--- src/sapsy_pkg.sv ---
// constants and types shared by the special register access block.
// assumes a single core clock domain; register numbers are move-to/from numbers.
package sapsy_pkg;

  // ----------------------------------------------------------------
  // widths
  // ----------------------------------------------------------------
  localparam int SPR_NUM_W  = 10;
  localparam int SPR_DATA_W = 32;

  // ----------------------------------------------------------------
  // implemented register numbers
  // ----------------------------------------------------------------
  localparam logic [SPR_NUM_W-1:0] SPR_CRIT_SAVE_0     = 10'h03a;
  localparam logic [SPR_NUM_W-1:0] SPR_CRIT_SAVE_1     = 10'h03b;
  localparam logic [SPR_NUM_W-1:0] SPR_BRANCH_UNIT     = 10'h3f5;
  localparam logic [SPR_NUM_W-1:0] SPR_CONTEXT_CONTROL = 10'h230;

  // privilege bit of a register number: bit 5 of the instruction field,
  // counted from the msb of the swapped halves, is bit 4 of the number
  localparam int SPR_PRIV_BIT = 4;

  // ----------------------------------------------------------------
  // context control register layout
  // ----------------------------------------------------------------
  localparam int CTX_FIELD_W     = 4;
  localparam int CTX_COUNT_LSB   = 0;
  localparam int CTX_CURRENT_LSB = 8;
  localparam int CTX_ALT_LSB     = 16;
  localparam int CTX_SAVED_LSB   = 24;
  localparam int CTX_COUNT_MAX   = 15;
  localparam logic [SPR_DATA_W-1:0] CTX_WRITE_MASK = 32'h0f0f_0f00;
  localparam logic [SPR_DATA_W-1:0] SPR_RESET      = 32'h0000_0000;

  // ----------------------------------------------------------------
  // context synchronising operations, one bit each
  // ----------------------------------------------------------------
  localparam int CSI_KINDS = 5;
  localparam int CSI_SYSCALL = 0;
  localparam int CSI_ISYNC   = 1;
  localparam int CSI_RFI     = 2;
  localparam int CSI_RFCI    = 3;
  localparam int CSI_RFDI    = 4;

  // number of save/restore registers handled by one loop
  localparam int SAVE_REGS = 2;

  // exception answer of one access
  typedef enum logic [1:0] {
    SAPSY_EXC_NONE    = 2'h0,
    SAPSY_EXC_ILLEGAL = 2'h1,
    SAPSY_EXC_PRIV    = 2'h2
  } sapsy_exc_t;

endpackage

--- src/sapsy_spr_access.sv ---
// special register access unit: move-to/move-from decode, exceptions,
// save/restore and branch unit registers, context control register.
// assumes requests come from the core pipeline on mclk, one per cycle at most.
//
// Operation
// - context control is 32-bit, supervisor only
// - context register holds current, alternate, saved contexts
// - writes accepted only when context count nonzero
// - no extra contexts: writes dropped, reads zero
// - this build has zero contexts by default
// - invalid number: privilege taken from bit 5
// - bit 5 clear: always illegal exception
// - bit 5 set, supervisor: illegal exception
// - bit 5 set, user mode: privilege exception
// - access only through move-to/move-from requests
// - all registers 32 bits, msb first
// - syscall, isync, returns are context synchronising
`timescale 1ns/1ps
module sapsy_spr_access #(
  parameter int CTX_COUNT = 0
) (
  input  wire logic                             mclk,
  input  wire logic                             rstn,
  input  wire logic                             spr_valid,
  input  wire logic                             spr_write,
  input  wire logic [sapsy_pkg::SPR_NUM_W-1:0]  spr_num,
  input  wire logic [sapsy_pkg::SPR_DATA_W-1:0] spr_wdata,
  input  wire logic                             user_mode_flag,
  input  wire logic                             user_cache_lock_enable_change,
  input  wire logic [sapsy_pkg::CSI_KINDS-1:0]  csi_event,
  output logic                                  spr_done,
  output logic      [sapsy_pkg::SPR_DATA_W-1:0] spr_rdata,
  output logic                                  illegal_exc,
  output logic                                  priv_exc,
  output logic      [sapsy_pkg::SPR_DATA_W-1:0] branch_unit_ctrl_status,
  output logic      [sapsy_pkg::CTX_FIELD_W-1:0] ctx_current,
  output logic                                  csi_pending
);

  // ----------------------------------------------------------------
  // elaboration check
  // ----------------------------------------------------------------
  // a count wider than its field would read back as fewer contexts
  if (CTX_COUNT < 0 || CTX_COUNT > sapsy_pkg::CTX_COUNT_MAX) begin : g_bad_count
    $error("context count does not fit its field");
  end

  localparam logic [sapsy_pkg::CTX_FIELD_W-1:0] COUNT_VAL =
    sapsy_pkg::CTX_FIELD_W'(CTX_COUNT);
  localparam logic CTX_PRESENT = (CTX_COUNT != 0);

  logic [sapsy_pkg::SAVE_REGS-1:0]  hit_save;
  logic                             hit_branch;
  logic                             hit_context;
  sapsy_pkg::sapsy_exc_t            exc;
  logic                             ok_access;
  logic                             ok_write;
  logic                             ok_read;
  logic [sapsy_pkg::SPR_DATA_W-1:0] save_reg [sapsy_pkg::SAVE_REGS];
  logic [sapsy_pkg::SPR_DATA_W-1:0] context_control_reg;
  logic [sapsy_pkg::SPR_DATA_W-1:0] context_view;
  logic [sapsy_pkg::SPR_DATA_W-1:0] next_rdata;
  logic                             need_csi;

  // ----------------------------------------------------------------
  // decode and sync tracking
  // ----------------------------------------------------------------
  sapsy_spr_decode u_decode (
    .spr_num        (spr_num),
    .user_mode_flag (user_mode_flag),
    .hit_save       (hit_save),
    .hit_branch     (hit_branch),
    .hit_context    (hit_context),
    .exc            (exc)
  );

  // the block only reports the owed sync; stalling the core is not its job
  sapsy_sync_track u_sync (
    .mclk        (mclk),
    .rstn        (rstn),
    .need_csi    (need_csi),
    .csi_event   (csi_event),
    .csi_pending (csi_pending)
  );

  // branch unit and context control writes, and a lock enable change,
  // leave software owing a synchronising operation afterwards
  assign need_csi = (ok_write & (hit_branch | hit_context)) | user_cache_lock_enable_change;

  // ----------------------------------------------------------------
  // access qualification: nothing moves except through a request
  // ----------------------------------------------------------------
  assign ok_access = spr_valid & (exc == sapsy_pkg::SAPSY_EXC_NONE);
  assign ok_write  = ok_access & spr_write;
  assign ok_read   = ok_access & ~spr_write;

  // ----------------------------------------------------------------
  // answer: done and exception flags one cycle after the request
  // ----------------------------------------------------------------
  always_ff @(posedge mclk) begin
    if (!rstn) begin
      spr_done    <= 1'b0;
      illegal_exc <= 1'b0;
      priv_exc    <= 1'b0;
    end else begin
      spr_done    <= spr_valid;
      illegal_exc <= spr_valid & (exc == sapsy_pkg::SAPSY_EXC_ILLEGAL);
      priv_exc    <= spr_valid & (exc == sapsy_pkg::SAPSY_EXC_PRIV);
    end
  end

  // ----------------------------------------------------------------
  // save/restore registers, one loop entry each
  // ----------------------------------------------------------------
  for (genvar i = 0; i < sapsy_pkg::SAVE_REGS; i++) begin : g_save
    always_ff @(posedge mclk) begin
      if (!rstn) begin
        save_reg[i] <= sapsy_pkg::SPR_RESET;
      end else if (ok_write && hit_save[i]) begin
        save_reg[i] <= spr_wdata;
      end
    end
  end

  // ----------------------------------------------------------------
  // branch unit control register, drives the branch unit directly
  // ----------------------------------------------------------------
  always_ff @(posedge mclk) begin
    if (!rstn) begin
      branch_unit_ctrl_status <= sapsy_pkg::SPR_RESET;
    end else if (ok_write && hit_branch) begin
      branch_unit_ctrl_status <= spr_wdata;
    end
  end

  // ----------------------------------------------------------------
  // context control register; with no contexts it stays all zero
  // ----------------------------------------------------------------
  always_ff @(posedge mclk) begin
    if (!rstn) begin
      context_control_reg <= sapsy_pkg::SPR_RESET;
    end else if (ok_write && hit_context && CTX_PRESENT) begin
      context_control_reg <= spr_wdata & sapsy_pkg::CTX_WRITE_MASK;
    end
  end

  // count field is fixed by the build; the rest only shows when present
  always_comb begin
    context_view = sapsy_pkg::SPR_RESET;
    if (CTX_PRESENT) begin
      context_view = context_control_reg;
      context_view[sapsy_pkg::CTX_COUNT_LSB +: sapsy_pkg::CTX_FIELD_W] = COUNT_VAL;
    end
  end

  // current context selects the mapped register bank
  assign ctx_current =
    context_view[sapsy_pkg::CTX_CURRENT_LSB +: sapsy_pkg::CTX_FIELD_W];

  // ----------------------------------------------------------------
  // read data: held until the next successful read
  // ----------------------------------------------------------------
  always_comb begin
    next_rdata = spr_rdata;
    if (ok_read) begin
      if (hit_save[0]) begin
        next_rdata = save_reg[0];
      end else if (hit_save[1]) begin
        next_rdata = save_reg[1];
      end else if (hit_branch) begin
        next_rdata = branch_unit_ctrl_status;
      end else begin
        next_rdata = context_view;
      end
    end
  end

  always_ff @(posedge mclk) begin
    if (!rstn) begin
      spr_rdata <= sapsy_pkg::SPR_RESET;
    end else begin
      spr_rdata <= next_rdata;
    end
  end
endmodule

--- src/sapsy_spr_decode.sv ---
// register number decode and exception classification, purely combinational.
// assumes the number and mode flag are stable while the access is presented.
`timescale 1ns/1ps
module sapsy_spr_decode (
  input  wire logic [sapsy_pkg::SPR_NUM_W-1:0] spr_num,
  input  wire logic                            user_mode_flag,
  output logic      [sapsy_pkg::SAVE_REGS-1:0] hit_save,
  output logic                                 hit_branch,
  output logic                                 hit_context,
  output sapsy_pkg::sapsy_exc_t                exc
);

  logic known;

  // ----------------------------------------------------------------
  // address match
  // ----------------------------------------------------------------
  always_comb begin
    hit_save[0] = (spr_num == sapsy_pkg::SPR_CRIT_SAVE_0);
    hit_save[1] = (spr_num == sapsy_pkg::SPR_CRIT_SAVE_1);
    hit_branch  = (spr_num == sapsy_pkg::SPR_BRANCH_UNIT);
    hit_context = (spr_num == sapsy_pkg::SPR_CONTEXT_CONTROL);
    known       = (|hit_save) | hit_branch | hit_context;
  end

  // ----------------------------------------------------------------
  // response: every implemented register here is supervisor only
  // ----------------------------------------------------------------
  always_comb begin
    exc = sapsy_pkg::SAPSY_EXC_NONE;
    if (known) begin
      if (user_mode_flag) begin
        exc = sapsy_pkg::SAPSY_EXC_PRIV;
      end
    end else if (!spr_num[sapsy_pkg::SPR_PRIV_BIT]) begin
      exc = sapsy_pkg::SAPSY_EXC_ILLEGAL;
    end else if (user_mode_flag) begin
      exc = sapsy_pkg::SAPSY_EXC_PRIV;
    end else begin
      exc = sapsy_pkg::SAPSY_EXC_ILLEGAL;
    end
  end

endmodule

--- src/sapsy_sync_track.sv ---
// tracks whether software still owes a context synchronising operation.
// assumes all inputs come from logic on mclk; pulses are one cycle wide.
`timescale 1ns/1ps
module sapsy_sync_track (
  input  wire logic                            mclk,
  input  wire logic                            rstn,
  input  wire logic                            need_csi,
  input  wire logic [sapsy_pkg::CSI_KINDS-1:0] csi_event,
  output logic                                 csi_pending
);

  // ----------------------------------------------------------------
  // pending flag; a new need in the clearing cycle wins, so it is not lost
  // ----------------------------------------------------------------
  always_ff @(posedge mclk) begin
    if (!rstn) begin
      csi_pending <= 1'b0;
    end else if (need_csi) begin
      csi_pending <= 1'b1;
    end else if (|csi_event) begin
      csi_pending <= 1'b0;
    end
  end

endmodule

--- config.mk ---
export PLATFORM = sky130hd
export DESIGN_NAME = sapsy_spr_access
export DESIGN_NICKNAME = d
export VERILOG_FILES = /design/src/sapsy_pkg.sv /design/src/sapsy_spr_access.sv /design/src/sapsy_spr_decode.sv /design/src/sapsy_sync_track.sv
export SDC_FILE = /design/constraint.sdc
export NUM_CORES = 1
export LEC_CHECK = 0
export BUFFER_PORTS_ARGS = -buffer_cell sky130_fd_sc_hd__buf_4
export CELL_PAD_IN_SITES_DETAIL_PLACEMENT = 1
export CELL_PAD_IN_SITES_GLOBAL_PLACEMENT = 1
export CORE_MARGIN = 2
export CORE_UTILIZATION = 40
export DETAILED_ROUTE_END_ITERATION = 10
export GPL_TIMING_DRIVEN = 1
export PLACE_DENSITY = 0.79
export SYNTH_ARGS = -nofsm -noshare
export SYNTH_HDL_FRONTEND = slang
export SYNTH_HIERARCHICAL = 1
export SYNTH_SLANG_ARGS = --single-unit
--- constraint.sdc ---
create_clock -name mclk -period 5.62 [get_ports mclk]
set_clock_uncertainty 0.15 [all_clocks]
set_input_delay 0.562 -clock mclk [delete_from_list [all_inputs] [get_ports mclk]]
set_output_delay 0.562 -clock mclk [all_outputs]
set_load 0.05 [all_outputs]
**Word level (Yosys, flattened, before mapping)**

Memory sizes are Yosys's and may differ from the RTL's.
Index checks and enable logic that the tools add are counted.

- Add/subtract/negate cells: 0
- $mul: 0
- Div/mod/pow operators: 0
- $lt $le $gt $ge: 0
- Equality and inequality tests: 6
- Shift-type cells: 0
- Muxes and demuxes: 18
- Bitwise logic cells: 13
- Reduce and logical (&&, ||, !) cells: 7

Operators by type and width:

| cell | number |
|---|---|
| $mux W32 | 5 |
| $eq A10 B10 Y1 const B | 2 |
| $eq A10 B6 Y1 const B | 2 |
| $mux W1 | 9 |
| $mux W2 | 4 |
| $and A1 B1 Y1 | 6 |
| $or A1 B1 Y1 | 6 |
| $reduce_or A5 Y1 | 1 |
| $logic_and A1 B1 Y1 | 3 |
| $eq A2 B1 Y1 const B | 1 |
| $eq A2 B2 Y1 const B | 1 |
| $logic_not A2 Y1 | 1 |
| $reduce_bool A2 Y1 | 1 |
| $reduce_or A2 Y1 | 1 |
| $not A1 Y1 | 1 |

- Bits in registers: 68
- Bits in latches: 0
- RAM bits: 64
- Memory bits (read-only): 0
- Input port bits: 53
- Output and inout port bits: 72
- Memories: 1

Memory list:

| name | words | width | read ports | clocked after Yosys merged registers in | write ports | line | RTL |
|---|---|---|---|---|---|---|---|
| save_reg | 2 | 32 | 2 | 0 | 2 | sapsy_spr_access.sv:59 | `logic [sapsy_pkg::SPR_DATA_W-1:0] save_reg [sapsy_pkg::SAVE_REGS];` |

**Longest topological paths before layout**

- Depth in word-level cells: 13
- Mapped depth: 8
- Gate-level depth less buffers: 7

**By module**

The synthesis kept the hierarchy.

Modules (own cells, without submodules):

| module | times used | cells an instance | area each (µm²) | seq. area each (µm²) |
|---|---|---|---|---|
| sapsy_spr_access | 1 | 516 | 5566.6 | 3263.1 |
| sapsy_spr_decode | 1 | 13 | 102.6 | 0.0 |
| sapsy_sync_track | 1 | 4 | 51.3 | 20.0 |

**Least setup slack after synthesis**

Ideal clock, no wire load.

- Path type: in2reg
- Start point: in spr_num[7] in the netlist's numbering
- End point: mem save_reg[0][0] in the netlist's numbering, enable pin
- Setup time: 389 ps
- Arrival: 2752 ps
- Required time: 5081 ps
- Slack: 2329 ps
- Stages: 7
- Buffers on the path: 2
- Cell sequence: or4_4 nor4_4 and2b_1 buf_2 buf_1 nand2_1 nand2_1

RTL lines:

| what | line | RTL |
|---|---|---|
| start: declaration | sapsy_spr_access.sv:26 | `input wire logic [sapsy_pkg::SPR_NUM_W-1:0] spr_num,` |
| end: declaration | sapsy_spr_access.sv:59 |  |

==> results.json <==
{
  "dieArea_um2": 15300,
  "final_common_cell": "buf_4",
  "fin_area_um2": 7230,
  "fin_crit_sh": 0.572,
  "cap_violations": 0,
  "cts-root-buf": "clkbuf_16",
  "synth.area.mux_share": 0.0560,
  "fin_cells": 826,
  "numClockSinks": 132,
  "synthAdderAreaFrac": 0,
  "via_count": 4351,
  "grt_pass1_vias": 4636,
  "synth_xor_area_frac": 0,
  "postSynthAreaPerCell_um2": 10.7,
  "required_ns": 5.51,
  "ys_ff_latch": 132,
  "cp.arrival_ns": 3.10,
  "drt_pre_antenna_iters": 5,
  "dpl.hpwl_um": 9460,
  "finalCriticalPeriod_ns": 3.21,
  "syn_to_final_growth_pct": 26.4,
  "wire_per_inst_um": 19.0,
  "final_cell_mix": "124 x buf_4, 102 x nand2_1, 68 x dfxtp_1",
  "path_class": "in -> reg",
  "placed_area_um2": 6650,
  "grt_max_degree": 71,
  "antenna_found_initial": 0,
  "synth_top_family_by_area": "simple AND/OR/NAND/NOR gates",
  "drcViolationCount": 0,
  "cts_hold_buf": 0,
  "power_density_nw_per_um2": 311,
  "crit_fanout": 35,
  "core-area_um2": 13900,
  "clock_latency_ns": 0.42,
  "cts_buffer_depth": 2,
  "vias_per_cell": 5.27,
  "hp-class": "in -> reg",
  "cp-end-kind": "register",
  "gp_congestion": 0.820,
  "syn-instance-count": 533,
  "synth_warnings": 6,
  "power_uw": 2250,
  "finalSetupTns_ns": 0,
  "antennaDiodeCount": 0,
  "post_cts_buffers": 0,
  "tightest_slew_ns": 1.05,
  "clk_pin_slew_ns": 0.05,
  "ios": 125,
  "antenna_left": 0,
  "setup_viol": 0,
  "cts_buffers": 17,
  "final_nets": 686,
  "overflow": 0,
  "crit_path_start_kind": "input port",
  "netlist_area_um2": 5720,
  "io_buffer_count": 120,
  "p_leak_uw": 0.00270,
  "yosysSeqAreaShare": 0.574,
  "drive_above_1_share": 0.254,
  "synth-simple-area-share": 0.207,
  "cts_tree": "done",
  "rrSetupSlack_ns": 4.35,
  "hold_viol": 0,
  "die_y_um": 124,
  "grt_pass1_wl_um": 24400,
  "ir_worst_vdd_mv": 0.209,
  "start_util": 0.411,
  "timing.fmax_ghz": 0.311,
  "status": "finished, final reports clean",
  "ctsHtreeMaxLevel": 4,
  "post_cts_resize_count": 0,
  "drv_slew": 0,
  "maxSlewHeadroom": 0.297,
  "drt_iter0_drc": 287,
  "rsz0062_at_grt": "no",
  "synth-compound-area-share": 0.116,
  "wirelength_um": 15700,
  "place_inst": 794,
  "largest_reg_flops": 64,
  "die_w_um": 124,
  "ys_types": 34,
  "rows": 43,
  "grt_use_total": 0.215
}
cells in the mapped netlist (all sizes together):
master,n,area [µm²]
a21boi,1,7.51
a21oi,32,160
a22o,1,8.76
a32o,32,320
and2,68,428
and2b,1,7.51
and4,2,17.5
and4bb,1,16.3
buf,26,183
clkbuf,20,81.3
conb,1,3.75
dfxtp,68,1360
edfxtp,64,1920
inv,1,3.75
mux2i,32,320
nand2,104,390
nand2b,33,206
nand3,1,5.00
nor2,1,3.75
nor3,1,5.00
nor3b,3,22.5
nor4,4,46.3
nor4b,1,15.0
o21ai,33,165
or3b,1,8.76
or4,1,11.3
critical path, cell delays in order:
cell	delay, ns
buf_4	0.11
or3b_1	0.42
nor4_2	0.26
buf_4	0.42
nor4_1	0.19
and4bb_4	0.38
nand2_1	0.09
nand2_2	0.65
final cells by class:
cell class / count / area [µm²]
fillers: 1485 / 6700
flip-flops and latches: 132 / 3280
multi-input cells: 357 / 2210
repair buffers: 124 / 931
clock buffers: 20 / 447
well taps: 180 / 225
clock inverters: 12 / 136
inverters: 1 / 3.75
worst paths after layout:
path | from | to | cells after the start
setup / recovery | spr_num[1] | save_reg[1][15] | 8
hold / removal | spr_wdata[23] | branch_unit_ctrl_status[23] | 3
setup reg to reg | save_reg[1][8] | spr_rdata[8] | 3
hold reg to reg | spr_rdata[2] | spr_rdata[2] | 1
logic make-up (layout without fill, tap and decap cells):
group           count (synthesis)  count (layout)
simple gates                  222             222
flops                         132             132
compound gates                 99              99
buf+inv                        47             157
mux                            32              32
other cells                     1               4
metal layers:
metal  track usage  share of wire
met1         0.258           0.41
met2         0.368           0.52
met3        0.0527          0.048
met4        0.0930          0.022
met5             0              0
per-stage QoR:
step	hold WS, ns	setup WS [ns]	utilization
4_1_cts	0.253	2.38	0.519
6_report	0.263	2.41	0.519
3_3_place_gp	0.307	2.11	0.477
3_5_place_dp	0.307	2.02	0.477
2_1_floorplan	0.397	2.33	-
5_1_grt	0.261	2.18	0.519
where the power goes:
group | switching, µW | internal, µW
Sequential | 7.40 | 1030
Clock | 414 | 701
Combinational | 58.0 | 36.2
Total | 479 | 1770
Power figures use the tool's default switching activity.
